==> src/design/ctm_pkg.sv <==
package ctm_pkg;
   // ==========================================
   // Register indices (byte address = index)
   localparam logic [4:0] ADDR_TIMER_CTL = 5'h00;
   localparam logic [4:0] ADDR_MOD_CTL = 5'h01;
   localparam logic [4:0] ADDR_CAP_SYS = 5'h02;
   localparam logic [4:0] ADDR_ACCCTL = 5'h03;
   localparam logic [4:0] ADDR_PBCTL = 5'h04;
   localparam logic [4:0] ADDR_B_FLAG = 5'h05;
   localparam logic [4:0] ADDR_MOD_FLAG = 5'h06;
   localparam logic [4:0] ADDR_ACC_HI = 5'h07;
   localparam logic [4:0] ADDR_ACC_LO = 5'h08;
   localparam logic [4:0] ADDR_ACC3H = 5'h09;
   localparam logic [4:0] ADDR_ACC2H = 5'h0A;
   localparam logic [4:0] ADDR_ACC1H = 5'h0B;
   localparam logic [4:0] ADDR_ACC0H = 5'h0C;
   localparam logic [4:0] ADDR_MOD_CNT = 5'h0D;
   localparam logic [4:0] ADDR_CAP0_HOLD = 5'h0E;
   localparam logic [4:0] ADDR_TCNT = 5'h12;
   localparam logic [4:0] ADDR_ACC32 = 5'h13;
   // ==========================================
   // Field positions
   localparam int TCTL_ENABLE = 7;
   localparam int TCTL_SWAI = 6;
   localparam int TCTL_DBGF = 5;
   localparam int TCTL_FFC = 4;
   localparam int MC_MODE = 6;
   localparam int MC_RDLD = 5;
   localparam int MC_FORCE = 3;
   localparam int MC_EN = 2;
   localparam int IC_BUF = 1;
   localparam int IC_LATCH = 0;
   localparam int PB_EN = 6;
   localparam int PA_EN = 7;
   localparam int PBF_OVF = 1;
   localparam int MCF_ZF = 7;
   // ==========================================
   // Reset values and timing
   localparam logic [7:0] CTRL_RST = 8'h00;
   localparam logic [15:0] WORD_RST = 16'h0000;
   localparam logic [3:0] PRESCALE_DIV = 4'h3;
endpackage : ctm_pkg

==> src/design/ctm_hold_if.sv <==
`timescale 1ns/100ps
interface ctm_hold_if;
   logic latch;
   logic [3:0] en;
   logic [31:0] acc_in;
   logic [63:0] cap_in;
   logic wr;
   logic [1:0] wr_sel;
   logic [7:0] wr_data;
   logic [31:0] acc_hold;
   logic [63:0] cap_hold;
   modport owner (output latch, en, acc_in, cap_in, wr, wr_sel, wr_data,
      input acc_hold, cap_hold);
   modport store (input latch, en, acc_in, cap_in, wr, wr_sel, wr_data,
      output acc_hold, cap_hold);
endinterface : ctm_hold_if

==> src/design/ctm_hold.sv <==
`timescale 1ns/100ps
module ctm_hold (
   input wire logic clk_i,
   input wire logic reset_n_i,
   ctm_hold_if.store hb
);
   logic [31:0] acc_reg;
   logic [63:0] cap_reg;
   // ==========================================
   // Holding stores
   always_ff @(posedge clk_i) begin
      if (!reset_n_i) begin
         acc_reg <= 32'h00000000;
      end else begin
         for (int i = 0; i < 4; i++) begin
            if (hb.latch && hb.en[i]) begin
               acc_reg[i*8 +: 8] <= hb.acc_in[i*8 +: 8];
            end else if (hb.wr && hb.wr_sel == 2'(i)) begin
               acc_reg[i*8 +: 8] <= hb.wr_data;
            end
         end
      end
   end

   always_ff @(posedge clk_i) begin
      if (!reset_n_i) begin
         cap_reg <= 64'h0000000000000000;
      end else if (hb.latch) begin
         cap_reg <= hb.cap_in;
      end
   end

   assign hb.acc_hold = acc_reg;
   assign hb.cap_hold = cap_reg;
endmodule : ctm_hold

==> src/design/ctm_timer.sv <==
`timescale 1ns/100ps
// Operation
// - Overflow flag sets on cascaded 16-bit or accumulator one 8-bit wrap.
// - Writing one to flag bit 1 clears overflow; zero leaves it.
// - With fast clear, any access of either count byte clears the flag.
// - Enabled accumulator holds capture on latch; software reads and writes.
// - Count read returns live counter or load value per read-select bit.
// - Zero write with buffering and latch mode latches holding registers.
// - After zero write counter stays zero and zero flag not set.
// - Modulus mode write goes to load register, taken at underflow.
// - Force-load copies load register into counter immediately.
// - Non-modulus write clears prescaler, loads counter, counts once to zero.
// - Capture holding registers take channels 0-3 on latch; writes ignored.
// - Stop mode halts timer and modulus counter.
// - Debug mode keeps counting unless debug-freeze bit 5 set.
// - Wait mode keeps counting unless stop-in-wait bit set.
// - Timer runs with its enable, modulus counter with its own enable.
// - Timer enable clear stops 16-bit timer; registers stay accessible.
// - Accumulator A enable: 16-bit A active, else 3 and 2 individually.
// - Accumulator B enable clear: accumulators 1 and 0 enabled individually.
// - Latch mode latch on modulus zero; copy holds, then clear accumulators.
// - Accumulator B enable cascades 1 (high) and 0 (low) into 16 bits.
module ctm_timer (
   input wire logic clk_i,
   input wire logic reset_n_i,
   input wire logic [4:0] addr_i,
   input wire logic [15:0] wdata_i,
   input wire logic wr_i,
   input wire logic rd_i,
   output logic [15:0] rdata_o,
   input wire logic stop_mode_i,
   input wire logic wait_mode_i,
   input wire logic background_debug_mode_i,
   input wire logic [3:0] accum_edge_i,
   input wire logic [63:0] capture_i,
   output logic accum_b_overflow_flag_o,
   output logic modulus_zero_flag_o
);
   // ==========================================
   // Pin synchronisers
   logic [3:0] edge_s1_reg, edge_s2_reg, edge_s3_reg;
   logic [2:0] mode_s1_reg, mode_s2_reg;
   always_ff @(posedge clk_i) begin
      if (!reset_n_i) begin
         edge_s1_reg <= 4'h0;
         edge_s2_reg <= 4'h0;
         edge_s3_reg <= 4'h0;
         mode_s1_reg <= 3'h0;
         mode_s2_reg <= 3'h0;
      end else begin
         edge_s1_reg <= accum_edge_i;
         edge_s2_reg <= edge_s1_reg;
         edge_s3_reg <= edge_s2_reg;
         mode_s1_reg <= {stop_mode_i, wait_mode_i, background_debug_mode_i};
         mode_s2_reg <= mode_s1_reg;
      end
   end
   logic [3:0] pulse;
   assign pulse = edge_s2_reg & ~edge_s3_reg;

   // ==========================================
   // Control registers
   logic [7:0] tctl_reg, mctl_reg, csys_reg, accctl_reg, pbctl_reg;
   logic wr_word, wr_acc_b;
   assign wr_word = wr_i;
   always_ff @(posedge clk_i) begin
      if (!reset_n_i) begin
         tctl_reg <= ctm_pkg::CTRL_RST;
         mctl_reg <= ctm_pkg::CTRL_RST;
         csys_reg <= ctm_pkg::CTRL_RST;
         accctl_reg <= ctm_pkg::CTRL_RST;
         pbctl_reg <= ctm_pkg::CTRL_RST;
      end else if (wr_word) begin
         case (addr_i)
            ctm_pkg::ADDR_TIMER_CTL: tctl_reg <= wdata_i[7:0];
            ctm_pkg::ADDR_MOD_CTL: begin
               mctl_reg <= wdata_i[7:0];
               mctl_reg[ctm_pkg::MC_FORCE] <= 1'b0;
            end
            ctm_pkg::ADDR_CAP_SYS: csys_reg <= wdata_i[7:0];
            ctm_pkg::ADDR_ACCCTL: accctl_reg <= wdata_i[7:0];
            ctm_pkg::ADDR_PBCTL: pbctl_reg <= wdata_i[7:0];
            default: ;
         endcase
      end
   end

   logic dbg_s, wait_s, stop_s, clk_run;
   assign stop_s = mode_s2_reg[2];
   assign wait_s = mode_s2_reg[1];
   assign dbg_s = mode_s2_reg[0];
   // Halt conditions shared by the main timer and the modulus counter
   assign clk_run = !stop_s
      && !(dbg_s && tctl_reg[ctm_pkg::TCTL_DBGF])
      && !(wait_s && tctl_reg[ctm_pkg::TCTL_SWAI]);
   logic timer_enable_bit, modulus_enable_bit, mod_mode, buf_latch, pa_en, pb_en;
   assign timer_enable_bit = tctl_reg[ctm_pkg::TCTL_ENABLE];
   assign modulus_enable_bit = mctl_reg[ctm_pkg::MC_EN];
   assign mod_mode = mctl_reg[ctm_pkg::MC_MODE];
   assign buf_latch = csys_reg[ctm_pkg::IC_BUF]
      && csys_reg[ctm_pkg::IC_LATCH];
   assign pa_en = pbctl_reg[ctm_pkg::PA_EN];
   assign pb_en = pbctl_reg[ctm_pkg::PB_EN];

   // ==========================================
   // Prescaler and main timer
   logic [3:0] pre_reg;
   logic tick;
   logic mc_write;
   assign mc_write = wr_word && addr_i == ctm_pkg::ADDR_MOD_CNT;
   assign tick = pre_reg == ctm_pkg::PRESCALE_DIV;
   always_ff @(posedge clk_i) begin
      if (!reset_n_i) begin
         pre_reg <= 4'h0;
      end else if (mc_write && !mod_mode) begin
         pre_reg <= 4'h0;
      end else if (clk_run && (timer_enable_bit || modulus_enable_bit)) begin
         pre_reg <= tick ? 4'h0 : pre_reg + 4'h1;
      end
   end

   logic [15:0] tcnt_reg;
   always_ff @(posedge clk_i) begin
      if (!reset_n_i) begin
         tcnt_reg <= ctm_pkg::WORD_RST;
      end else if (clk_run && timer_enable_bit && tick) begin
         tcnt_reg <= tcnt_reg + 16'h0001;
      end
   end

   // ==========================================
   // Modulus down-counter
   logic [15:0] mc_cnt_reg, mc_load_reg;
   logic mc_zf_reg, mc_hold_reg, underflow, latch_ev;
   assign underflow = clk_run && modulus_enable_bit && tick && mc_cnt_reg == 16'h0001
      && !mc_hold_reg;
   always_ff @(posedge clk_i) begin
      if (!reset_n_i) begin
         mc_load_reg <= ctm_pkg::WORD_RST;
      end else if (mc_write) begin
         mc_load_reg <= wdata_i;
      end
   end

   always_ff @(posedge clk_i) begin
      if (!reset_n_i) begin
         mc_cnt_reg <= ctm_pkg::WORD_RST;
         mc_hold_reg <= 1'b0;
      end else if (wr_word && addr_i == ctm_pkg::ADDR_MOD_CTL
            && wdata_i[ctm_pkg::MC_FORCE]) begin
         mc_cnt_reg <= mc_load_reg;
         mc_hold_reg <= mc_load_reg == 16'h0000;
      end else if (mc_write && (wdata_i == 16'h0000)) begin
         mc_cnt_reg <= 16'h0000;
         mc_hold_reg <= 1'b1;
      end else if (mc_write && !mod_mode) begin
         mc_cnt_reg <= wdata_i;
         mc_hold_reg <= 1'b0;
      end else if (clk_run && modulus_enable_bit && tick && mc_cnt_reg != 16'h0000) begin
         if (mc_cnt_reg == 16'h0001 && mod_mode) begin
            mc_cnt_reg <= mc_load_reg;
         end else begin
            mc_cnt_reg <= mc_cnt_reg - 16'h0001;
         end
      end
   end

   logic mflag_clr;
   assign mflag_clr = wr_word && addr_i == ctm_pkg::ADDR_MOD_FLAG
      && wdata_i[ctm_pkg::MCF_ZF];
   always_ff @(posedge clk_i) begin
      if (!reset_n_i) begin
         mc_zf_reg <= 1'b0;
      end else if (underflow) begin
         mc_zf_reg <= 1'b1;
      end else if (mflag_clr) begin
         mc_zf_reg <= 1'b0;
      end
   end
   assign modulus_zero_flag_o = mc_zf_reg;

   assign latch_ev = buf_latch && (underflow
      || (mc_write && wdata_i == 16'h0000));

   // ==========================================
   // Pulse accumulators
   logic [7:0] acc_reg [4];
   logic [3:0] acc_en;
   assign acc_en[3] = !pa_en && accctl_reg[3];
   assign acc_en[2] = !pa_en && accctl_reg[2];
   assign acc_en[1] = !pb_en && accctl_reg[1];
   assign acc_en[0] = !pb_en && accctl_reg[0];

   logic acc_b_access, b_wrap;
   assign acc_b_access = (rd_i || wr_i)
      && (addr_i == ctm_pkg::ADDR_ACC_HI || addr_i == ctm_pkg::ADDR_ACC_LO);
   assign wr_acc_b = wr_i && addr_i == ctm_pkg::ADDR_ACC_HI;
   // Cascade wrap in B mode, or accumulator one wrap alone
   assign b_wrap = pb_en ? (pulse[0] && {acc_reg[1], acc_reg[0]} == 16'hFFFF)
      : (acc_en[1] && pulse[1] && acc_reg[1] == 8'hFF);

   always_ff @(posedge clk_i) begin
      if (!reset_n_i) begin
         for (int i = 0; i < 4; i++) acc_reg[i] <= 8'h00;
      end else if (latch_ev) begin
         for (int i = 0; i < 4; i++) acc_reg[i] <= 8'h00;
      end else begin
         if (pb_en && pulse[0]) begin
            {acc_reg[1], acc_reg[0]} <=
               {acc_reg[1], acc_reg[0]} + 16'h0001;
         end
         if (pa_en && pulse[2]) begin
            {acc_reg[3], acc_reg[2]} <= {acc_reg[3], acc_reg[2]} + 16'h0001;
         end
         for (int i = 0; i < 4; i++) begin
            if (acc_en[i] && pulse[i]) acc_reg[i] <= acc_reg[i] + 8'h01;
         end
         if (wr_acc_b) begin
            acc_reg[1] <= wdata_i[15:8];
            acc_reg[0] <= wdata_i[7:0];
         end
      end
   end

   logic ovf_reg, ovf_clr;
   assign ovf_clr = (wr_i && addr_i == ctm_pkg::ADDR_B_FLAG
      && wdata_i[ctm_pkg::PBF_OVF])
      || (tctl_reg[ctm_pkg::TCTL_FFC] && acc_b_access);
   always_ff @(posedge clk_i) begin
      if (!reset_n_i) begin
         ovf_reg <= 1'b0;
      end else if (b_wrap) begin
         ovf_reg <= 1'b1;
      end else if (ovf_clr) begin
         ovf_reg <= 1'b0;
      end
   end
   assign accum_b_overflow_flag_o = ovf_reg;

   // ==========================================
   // Holding registers
   ctm_hold_if hbus ();
   assign hbus.latch = latch_ev;
   assign hbus.en = {4{buf_latch}} & accctl_reg[3:0];
   assign hbus.acc_in = {acc_reg[3], acc_reg[2], acc_reg[1], acc_reg[0]};
   assign hbus.cap_in = capture_i;
   assign hbus.wr = wr_i && addr_i >= ctm_pkg::ADDR_ACC3H
      && addr_i <= ctm_pkg::ADDR_ACC0H;
   assign hbus.wr_sel = 2'(ctm_pkg::ADDR_ACC0H - addr_i);
   assign hbus.wr_data = wdata_i[7:0];

   ctm_hold u_hold (
      .clk_i(clk_i),
      .reset_n_i(reset_n_i),
      .hb(hbus.store)
   );

   // ==========================================
   // Read port
   function automatic logic [15:0] ctm_byte(input logic [7:0] b);
      return {8'h00, b};
   endfunction : ctm_byte

   always_ff @(posedge clk_i) begin
      if (!reset_n_i) begin
         rdata_o <= 16'h0000;
      end else if (rd_i) begin
         case (addr_i)
            ctm_pkg::ADDR_TIMER_CTL: rdata_o <= ctm_byte(tctl_reg);
            ctm_pkg::ADDR_MOD_CTL: rdata_o <= ctm_byte(mctl_reg);
            ctm_pkg::ADDR_CAP_SYS: rdata_o <= ctm_byte(csys_reg);
            ctm_pkg::ADDR_ACCCTL: rdata_o <= ctm_byte(accctl_reg);
            ctm_pkg::ADDR_PBCTL: rdata_o <= ctm_byte(pbctl_reg);
            ctm_pkg::ADDR_B_FLAG: rdata_o <= ctm_byte({6'h00, ovf_reg, 1'b0});
            ctm_pkg::ADDR_MOD_FLAG: rdata_o <= ctm_byte({mc_zf_reg, 7'h00});
            ctm_pkg::ADDR_ACC_HI: rdata_o <= {acc_reg[1], acc_reg[0]};
            ctm_pkg::ADDR_ACC32: rdata_o <= {acc_reg[3], acc_reg[2]};
            ctm_pkg::ADDR_ACC3H: rdata_o <= ctm_byte(hbus.acc_hold[31:24]);
            ctm_pkg::ADDR_ACC2H: rdata_o <= ctm_byte(hbus.acc_hold[23:16]);
            ctm_pkg::ADDR_ACC1H: rdata_o <= ctm_byte(hbus.acc_hold[15:8]);
            ctm_pkg::ADDR_ACC0H: rdata_o <= ctm_byte(hbus.acc_hold[7:0]);
            ctm_pkg::ADDR_MOD_CNT: rdata_o <= mctl_reg[ctm_pkg::MC_RDLD]
               ? mc_load_reg : mc_cnt_reg;
            ctm_pkg::ADDR_CAP0_HOLD: rdata_o <= hbus.cap_hold[15:0];
            5'h0F: rdata_o <= hbus.cap_hold[31:16];
            5'h10: rdata_o <= hbus.cap_hold[47:32];
            5'h11: rdata_o <= hbus.cap_hold[63:48];
            ctm_pkg::ADDR_TCNT: rdata_o <= tcnt_reg;
            default: rdata_o <= 16'h0000;
         endcase
      end
   end
endmodule : ctm_timer

==> config.mk <==
export PLATFORM = sky130hd
export DESIGN_NAME = ctm_timer
export DESIGN_NICKNAME = d
export VERILOG_FILES = /design/src/design/ctm_pkg.sv /design/src/design/ctm_hold_if.sv /design/src/design/ctm_hold.sv /design/src/design/ctm_timer.sv
export SDC_FILE = /design/constraint.sdc
export NUM_CORES = 1
export LEC_CHECK = 0
export ABC_AREA = 1
export BUFFER_PORTS_ARGS = -buffer_cell sky130_fd_sc_hd__buf_2
export CAP_MARGIN = 10
export CORE_ASPECT_RATIO = 1.4
export CORE_MARGIN = 1
export CORE_UTILIZATION = 40
export CTS_CLUSTER_SIZE = 14
export DETAILED_ROUTE_END_ITERATION = 8
export GPL_TIMING_DRIVEN = 0
export PLACE_DENSITY = 0.64
export SYNTH_ARGS = -nofsm -noshare
export SYNTH_HDL_FRONTEND = slang
export SYNTH_HIERARCHICAL = 1
export SYNTH_SLANG_ARGS = --single-unit
==> constraint.sdc <==
create_clock -name clk_i -period 3 [get_ports clk_i]
set_input_delay 0.6 -clock clk_i [delete_from_list [all_inputs] [get_ports clk_i]]
set_output_delay 0.6 -clock clk_i [all_outputs]
set_load 0.02 [all_outputs]
==> run summary, run 1 <==
Max Cap Viol = 0
Cell Rows = 79
CP Data Required Time = 3500 ps
Hold Vio Cnt, Final = 0
Fin crit period = 2840 ps
Finish-stage setup viols = 0
Num CTS Buffers = 28
CP Launch Type = input pin
Clock-pin slew on the worst setup and hold paths = 70 ps
Root buf cell = clkbuf_16
Post-CTS setup buffer count = 0
Initial DRC Count = 1268
Number of top-level pins = 114
Syn Nets = 2195
Width of the die = 158 um
Data arrival, critical path = 3340 ps
Most frequent cells in the layout = 493 x nand2_1, 344 x nor2_1, 256 x dfxtp_1
Setup CP Type = input pin to flip-flop
RD Place Congestion = 0.993
Vias/cell = 5.36
Via count = 14500
Crit-path max FO = 10
Layout cells sized above 1 = 11.7%
Core Area = 33300 sq um
Final net count = 2335
Hold path start = stop_mode_i
Reg2Reg Depth = 14
Sink Count = 256
CTS tree = yes
DP Wirelength = 43200 um
Post-route antenna net violation count = 0
Synth cell types = 46
Clk_lat worst skew = 570 ps
Pwr/cell area = 519 nW/um^2
Unrepaired setup endpoints after global routing = false
Die ar. = 34700 sq um
Syn Inst Count = 2087
Post-synthesis register bit count = 256
Port Buffers = 109
Final WL = 55700 um
Pre-CTS setup slack = -367 ps
Hold endpoint = mode_s1_reg[2]
Hold-critical path depth = 3
Worst min-delay path class = input pin to flip-flop
Mapped Area = 13600 sq um
Vias in the first global route = 13900
WL per Instance = 20.7 um
Worst Tran Pin Value = 977 ps
Syn Area/Cell = 6.50 sq um
Max reg flops = 64
Antenna violations before repair = 4
Clock skew = 24.7 ps
Fin crit share = 94.7%
Status = finished, final reports clean
Slew Limit Headroom = 34.8%
Register-to-register setup slack = 240 ps
Clk buf depth = 3
Non-Filler Instances = 2695
Die height = 220 um
LEAKAGE = 7.22 nW
FF-to-FF Start = pre_reg[0]
Initial core utilization = 40.7%
Global Route Usage Sum = 32.6%
FMAX = 0.352 GHz
Sequential element share of the synthesized area = 37.8%
Setup TNS = 0 ps
H-tree levels = 1
Max Slew Vio Count = 0
Drt drc = 0
Hold_ws = 214 ps
Finished Cell Area = 15800 sq um
Largest net degree at the start of global routing = 15
Worst Setup End Kind = flip-flop
Most common cell after layout, fill and taps aside = nand2_1
Area Overhead vs Synth = 16.5%
Synth warn = 6
Initial DRT Pass Iterations = 5
Total grt overflow = 0
First-pass GRT wire length = 82700 um
Worst R2R End = u_hold/hb.acc_hold[25]
Cell count after placement = 2642
Fin worst setup slack = 158 ps
Post-Place Cell Area = 14700 sq um
IR drop worst, VDD = 0.463 mV
## cell usage after synthesis (all sizes together)
library cell  instances  area [sq um]
o211a                 1          10.0
a211oi                5          37.5
o21ai               213          1070
a221oi                1          8.76
xor2                 24           210
a22o                  4          35.0
nand2               509          1970
inv                 213           802
o21a                  3          22.5
a2111oi               1          8.76
o221ai                1          8.76
o211ai                9          67.6
clkinv                2          12.5
nor3                 22           126
buf                  57           384
ha                   12           150
o22ai                10          62.6
clkbuf               33           124
o2111ai               3          26.3
nand3b               22           165
xnor2                 2          17.5
a21oi               151           756
nand4                23           144
nand3               141           733
nor3b                 2          15.0
nor4                  5          31.3
dfxtp               256          5120
nor2                358          1400
o2bb2ai               1          8.76
a22oi                 3          22.5
## cell families (layout without fill, tap and decap cells)
| logic type | after synthesis | in the layout | share of synthesized area [%] |
|---|---|---|---|
| and+or+nand+nor | 1082 | 1082 | 33.8 |
| AOI/OAI and AO/OA | 406 | 406 | 15.8 |
| buffers and inverters | 305 | 467 | 9.75 |
| DFF | 256 | 256 | 37.8 |
| xor gates and xnor gates | 26 | 26 | 1.68 |
| adders and majority gates | 12 | 12 | 1.11 |
| other | 0 | 1 | 0 |
## how the worst max path moves through the flow
stage	start	end
6_report	addr_i[0]	u_hold/hb.acc_hold[25]
5_1_grt	addr_i[0]	u_hold/hb.cap_hold[13]
4_1_cts	pre_reg[0]	u_hold/hb.cap_hold[13]
3_5_place_dp	addr_i[0]	u_hold/hb.cap_hold[22]
3_3_place_gp	addr_i[0]	u_hold/hb.acc_hold[31]
2_1_floorplan	addr_i[1]	u_hold/hb.acc_hold[24]
## where the power goes
group	total (mW)	leakage [nW]	switching (mW)	internal (mW)
registers	3.46	2.07	0.0271	3.43
clock network	4.20	0.545	1.54	2.65
logic	0.537	4.61	0.373	0.164
total	8.20	7.22	1.95	6.25
## metrics by stage
| stage | utilization [%] | power [mW] |
|---|---|---|
| after floorplan | - | 3.82 |
| after global placement | 44.0 | 4.06 |
| after detailed placement | 44.0 | 4.06 |
| after CTS | 47.4 | 8.21 |
| after global routing | 47.4 | 8.40 |
| final | 47.4 | 8.20 |
## cell type report
cell class	count	area, sq um
fill	3531	17500
inverter	215	815
tap	445	557
antenna	1	2.50
timing repair buffer	110	551
buffer	90	508
multi-input combinational	1526	7120
clock inverter	18	327
sequential	256	5120
clock buffer	34	795
## per-layer routing
metal	global-route usage [%]	routed length, um
met5	0	38
met4	27.3	5190
met3	5.27	3510
met2	55.8	26400
met1	35.0	20500
## worst max-delay path, cell delays in order
cell	delay, ps
buf_2	200
ha_1	250
nand2_2	140
nor2_4	200
nand2_2	80
nor2_1	140
nand3_1	140
o21ai_1	110
nand2_1	250
inv_1	150
buf_4	280
buf_6	230
buf_6	160
nand3_1	100
nand2_1	100
nor2_1	70
nor2_1	130
## timing repair
action / CTS / global route
gates resized for setup: 0 / 1
hold buffers: 0 / 0
setup endpoints to repair: 0 / 33
endpoints found under the hold margin: 0 / 0
Note: power is estimated with default switching activity, not from simulation.
==> run 2, diff against run 1 <==
- clock period: 3 -> 3.2 ns (I/O delays scaled with it)
==> run 2 against run 1 <==
Net effect:
- non-clock buffer count unchanged
- total power down 6.3%
- critical path depth down 4
- setup slack better by 150 ps
- flip-flop and latch count unchanged
- clock power down 6.2%
- count of clock-buffer cells in the layout unchanged
==> run summary, run 2 (same netlist as run 1, synthesis figures left out) <==
Clk_lat worst skew = 570 ps (about the same)
Worst Setup End Kind = flip-flop (unchanged)
Pwr/cell area = 486 nW/um^2 (was 519 nW/um^2)
Final net count = 2335 (unchanged)
Largest net degree at the start of global routing = 15 (unchanged)
Worst min-delay path class = input pin to flip-flop (unchanged)
Antenna violations before repair = 4 (unchanged)
Hold path start = stop_mode_i (unchanged)
RD Place Congestion = 0.993 (unchanged)
Clk buf depth = 3 (unchanged)
Vias/cell = 5.37 (was 5.36)
Crit-path max FO = 10 (unchanged)
Fin crit share = 90.3%
H-tree levels = 1 (unchanged)
Final WL = 55600 um (was 55700 um)
Layout cells sized above 1 = 11.7% (about the same)
Area Overhead vs Synth = 16.5% (about the same)
Post-CTS sizing = 0 (unchanged)
Width of the die = 158 um (unchanged)
Die height = 220 um (unchanged)
Sink Count = 256 (unchanged)
Die ar. = 34700 sq um (unchanged)
Total grt overflow = 0 (unchanged)
FMAX = 0.346 GHz
Post-CTS setup buffer count = 0 (unchanged)
Max Slew Vio Count = 0 (unchanged)
CTS tree = yes (unchanged)
Pre-CTS setup slack = -207 ps (was -367 ps)
Slew Limit Headroom = 34.9% (was 34.8%)
Cell Rows = 79 (unchanged)
Max Cap Viol = 0 (unchanged)
Global Route Usage Sum = 32.6% (unchanged)
Switching pwr = 1.82 mW (was 1.95 mW)
WL per Instance = 20.6 um (was 20.7 um)
First-pass GRT wire length = 82700 um (unchanged)
Logic pwr share = 6.6% (about the same)
Sw Ratio = 23.7% (about the same)
Initial DRC Count = 1267 (was 1268)
Unrepaired setup endpoints after global routing = false (unchanged)
Setup TNS = 0 ps (unchanged)
Most frequent cells in the layout = 493 x nand2_1, 344 x nor2_1, 256 x dfxtp_1 (unchanged)
Post-route antenna net violation count = 0 (unchanged)
Clock Power Share = 51.2% (about the same)
Finish-stage setup viols = 0 (unchanged)
Drt drc = 0 (unchanged)
Clock skew = 24.7 ps (about the same)
Root buf cell = clkbuf_16 (unchanged)
Power Internal = 5.86 mW (was 6.25 mW)
LEAKAGE = 7.22 nW (about the same)
Setup CP Type = flip-flop to flip-flop (was input pin to flip-flop)
DP Wirelength = 43200 um (unchanged)
Status = finished, final reports clean (unchanged)
Core Area = 33300 sq um (unchanged)
Vias in the first global route = 13900 (unchanged)
FF-to-FF Start = pre_reg[0] (unchanged)
Initial DRT Pass Iterations = 6 (was 5)
Hold Vio Cnt, Final = 0 (unchanged)
Number of fill cells = 3531 (unchanged)
Data arrival, critical path = 3330 ps (was 3340 ps)
Fin worst setup slack = 310 ps (was 158 ps)
Fin crit period = 2890 ps
CP startpoint = pre_reg[0] (was addr_i[0])
CP Data Required Time = 3640 ps (was 3500 ps)
Max reg flops = 64 (unchanged)
Num CTS Buffers = 28 (unchanged)
Port Buffers = 109 (unchanged)
Most common cell after layout, fill and taps aside = nand2_1 (unchanged)
Via count = 14500 (about the same)
Hold_buf cts = 0 (unchanged)
Initial core utilization = 40.7% (unchanged)
Sequential power share = 42.2% (about the same)
Clock-pin slew on the worst setup and hold paths = 60 ps (was 70 ps)
IR drop worst, VDD = 0.434 mV (was 0.463 mV)
Tot Pwr = 7.68 mW (was 8.20 mW)
CP Launch Type = flip-flop (was input pin)
Number of top-level pins = 114 (unchanged)
Worst Tran Pin Value = 976 ps (was 977 ps)
-- run 2: layout make-up --
| type | instances | area, sq um | area share (%) |
|---|---|---|---|
| Multi-Input combinational cell | 1526 | 7120 | 45.1 |
| Sequential cell | 256 | 5120 | 32.4 |
| Inverter | 215 | 815 | 5.16 |
| Clock buffer | 34 | 795 | 5.03 |
| Tap cell | 445 | 557 | 3.53 |
| Timing Repair Buffer | 110 | 551 | 3.49 |
| Buffer | 90 | 508 | 3.22 |
| Clock inverter | 18 | 327 | 2.07 |
| Antenna cell | 1 | 2.50 | 0.0158 |
-- run 2: final timing paths --
| kind | endpoint | slack (ps) | cells after the start |
|---|---|---|---|
| worst max-delay path | u_hold/hb.cap_hold[4] | 310 | 13 |
| worst max register to register | u_hold/hb.cap_hold[4] | 310 | 13 |
| worst min-delay path | mode_s1_reg[2] | 250 | 3 |
| worst min register to register | edge_s2_reg[0] | 400 | 2 |
-- run 2: per-stage QoR --
stage | cells | hold WS [ps] | utilization (%) | area, sq um
floorplan | 2087 | 390 | - | 13600
global placement | 2641 | 397 | 44.0 | 14700
detailed placement | 2642 | 395 | 44.0 | 14700
CTS | 2694 | 244 | 47.4 | 15800
global route | 2694 | 277 | 47.4 | 15800
finish | 2695 | 254 | 47.4 | 15800
-- run 2: critical path, cell delays in order (launching register included) --
cell	delay (ps)
dfxtp_1	370
ha_1	210
nand2_2	110
nor3_1	380
nand2_1	130
o21ai_1	140
nand2_1	250
inv_1	150
buf_4	280
buf_6	230
inv_4	90
buf_4	170
nor2_1	160
nor2_1	70
-- run 2: layer usage --
layer | up-vias | track usage [%] | wire, um
li1 | 7014 | - | -
met1 | 6650 | 35.0 | 20500
met2 | 592 | 55.8 | 26400
met3 | 198 | 5.27 | 3500
met4 | 6 | 27.3 | 5180
met5 | - | 0 | 38
-- run 2: power groups by stage --
stage               clock network (mW)  registers, mW  logic, mW
floorplan                            0           3.31      0.280
global placement                     0           3.31      0.489
detailed placement                   0           3.31      0.492
CTS                               3.95           3.24      0.495
global route                      4.08           3.25      0.553
finish                            3.94           3.24      0.504
==> run 3, diff against run 2 <==
- CORE_MARGIN: 1 -> 5
- clock period: 3.2 -> 3.3 ns (I/O delays scaled with it)
==> run 3 against run 2 <==
Net effect:
- clock skew down 12 ps
- non-clock buffer count unchanged
- critical path depth up 4
- flip-flop and latch count unchanged
- largest cell class unchanged
- largest power group unchanged
- highest routed layer unchanged
==> run summary, run 3 (same netlist as run 1, synthesis figures left out) <==
Status = finished, final reports clean (unchanged)
Setup CP Type = input pin to flip-flop (was flip-flop to flip-flop)
LEAKAGE = 7.12 nW (was 7.22 nW)
Sink Count = 256 (unchanged)
Post-route antenna net violation count = 0 (unchanged)
Hold-critical path depth = 3 (unchanged)
CP startpoint = addr_i[0] (was pre_reg[0])
Antenna violations before repair = 4 (unchanged)
Pre-CTS setup slack = 22.3 ps (was -207 ps)
FMAX = 0.354 GHz
Most common cell after layout, fill and taps aside = nand2_1 (unchanged)
Slew Limit Headroom = 30.8% (was 34.9%)
Crit-path max FO = 10 (unchanged)
Cell count after placement = 2642 (unchanged)
Max Slew Vio Count = 0 (unchanged)
Via count = 14400 (was 14500)
FF-to-FF Start = pre_reg[0] (unchanged)
Most frequent cells in the layout = 493 x nand2_1, 344 x nor2_1, 256 x dfxtp_1 (unchanged)
Port Buffers = 109 (unchanged)
Total grt overflow = 0 (unchanged)
Pwr/cell area = 436 nW/um^2 (was 486 nW/um^2)
Core Area = 33400 sq um (was 33300 sq um)
Fin worst setup slack = 477 ps (was 310 ps)
Clk_lat worst skew = 570 ps (about the same)
Final WL = 53800 um (was 55600 um)
Hold Vio Cnt, Final = 0 (unchanged)
Number of fill cells = 3638 (was 3531)
Max Cap Viol = 0 (unchanged)
Hold path start = accum_edge_i[1] (was stop_mode_i)
Post-Place Cell Area = 14700 sq um (unchanged)
Global Route Usage Sum = 27.1% (was 32.6%)
Post-CTS setup buffer count = 0 (unchanged)
Final net count = 2335 (unchanged)
Finished Cell Area = 15600 sq um (was 15800 sq um)
Area Overhead vs Synth = 14.9% (was 16.5%)
Num CTS Buffers = 28 (unchanged)
Hold_buf cts = 0 (unchanged)
WL per Instance = 20.0 um (was 20.6 um)
Vias/cell = 5.33 (was 5.37)
Cell Rows = 79 (unchanged)
Initial core utilization = 40.6% (was 40.7%)
Final Util = 46.6% (was 47.4%)
Unrepaired setup endpoints after global routing = false (unchanged)
Register-to-register setup slack = 530 ps (was 310 ps)
Worst min-delay path class = input pin to flip-flop (unchanged)
Root buf cell = clkbuf_16 (unchanged)
Finish-stage setup viols = 0 (unchanged)
Fin crit period = 2820 ps
Initial DRC Count = 1237 (was 1267)
H-tree levels = 1 (unchanged)
Die height = 228 um (was 220 um)
Reg2Reg Depth = 14 (was 13)
Layout cells sized above 1 = 11.4% (was 11.7%)
Largest net degree at the start of global routing = 15 (unchanged)
Non-Filler Instances = 2694 (was 2695)
Fin crit share = 85.6%
Initial DRT Pass Iterations = 6 (unchanged)
Max reg flops = 64 (unchanged)
CP Launch Type = input pin (was flip-flop)
First-pass GRT wire length = 80600 um (was 82700 um)
Width of the die = 166 um (was 158 um)
Clock-pin slew on the worst setup and hold paths = 60 ps (about the same)
CTS tree = yes (unchanged)
Drt drc = 0 (unchanged)
Post-CTS sizing = 0 (unchanged)
DP Wirelength = 42000 um (was 43200 um)
Clk buf depth = 3 (unchanged)
Worst Tran Pin Value = 1030 ps (was 976 ps)
Data arrival, critical path = 3280 ps (was 3330 ps)
Clock skew = 12.3 ps (was 24.7 ps)
Worst Setup End Kind = flip-flop (unchanged)
Vias in the first global route = 14000 (was 13900)
RD Place Congestion = 1.08 (was 0.993)
IR drop worst, VDD = 0.357 mV (was 0.434 mV)
CP Data Required Time = 3750 ps (was 3640 ps)
Number of top-level pins = 114 (unchanged)
Die ar. = 37700 sq um (was 34700 sq um)
run 3: power breakdown:
group / switching [mW] / leakage (nW) / total (mW) / internal (mW)
clock network: 1.35 / 0.448 / 3.17 / 1.82
registers: 0.0235 / 2.07 / 3.15 / 3.12
logic: 0.336 / 4.61 / 0.485 / 0.149
total: 1.71 / 7.12 / 6.80 / 5.09
run 3: routing by layer:
| metal | wire length (um) | global-route usage, % |
|---|---|---|
| met1 | 19800 | 29.6 |
| met2 | 26000 | 48.2 |
| met3 | 3540 | 3.89 |
| met4 | 4440 | 18.8 |
| met5 | 31 | 0 |
run 3: path summary, 6_finish.rpt:
path                                              end
worst max-delay path            u_hold/hb.acc_hold[5]
worst min-delay path                   edge_s1_reg[1]
worst max register to register  u_hold/hb.acc_hold[5]
worst min register to register         mode_s2_reg[2]
run 3: worst max-delay path: stages:
cell and delay [ps]:
buf_2 210, ha_1 270, nand2_2 140, nor2_4 170, nand2_2 80, nor2_1 170, nand3_1 130, o21ai_1 110
nand2_1 230, inv_1 140, buf_4 260, nand2_2 130, buf_2 220, nand2_1 80, nand2_1 50, a21oi_1 170
nor2_1 60
run 3: area by class of cell:
cell class	count	area, sq um	share of cell area (%)
clock buffer	36	782	5.02
sequential	256	5120	32.9
clock inverter	13	124	0.795
buffer	90	508	3.26
timing repair buffer	110	551	3.53
multi-input combinational	1526	7120	45.7
inverter	215	815	5.23
tap	445	557	3.57
antenna	3	7.51	0.0482
run 3: per-stage QoR:
step / hold WS, ps / power [mW] / TNS, ps
after CTS: 263 / 6.82 / 0
final: 274 / 6.80 / 0
after floorplan: 390 / 3.48 / 0
after global routing: 287 / 6.99 / 0
after global placement: 395 / 3.68 / -15760
after detailed placement: 405 / 3.69 / 0
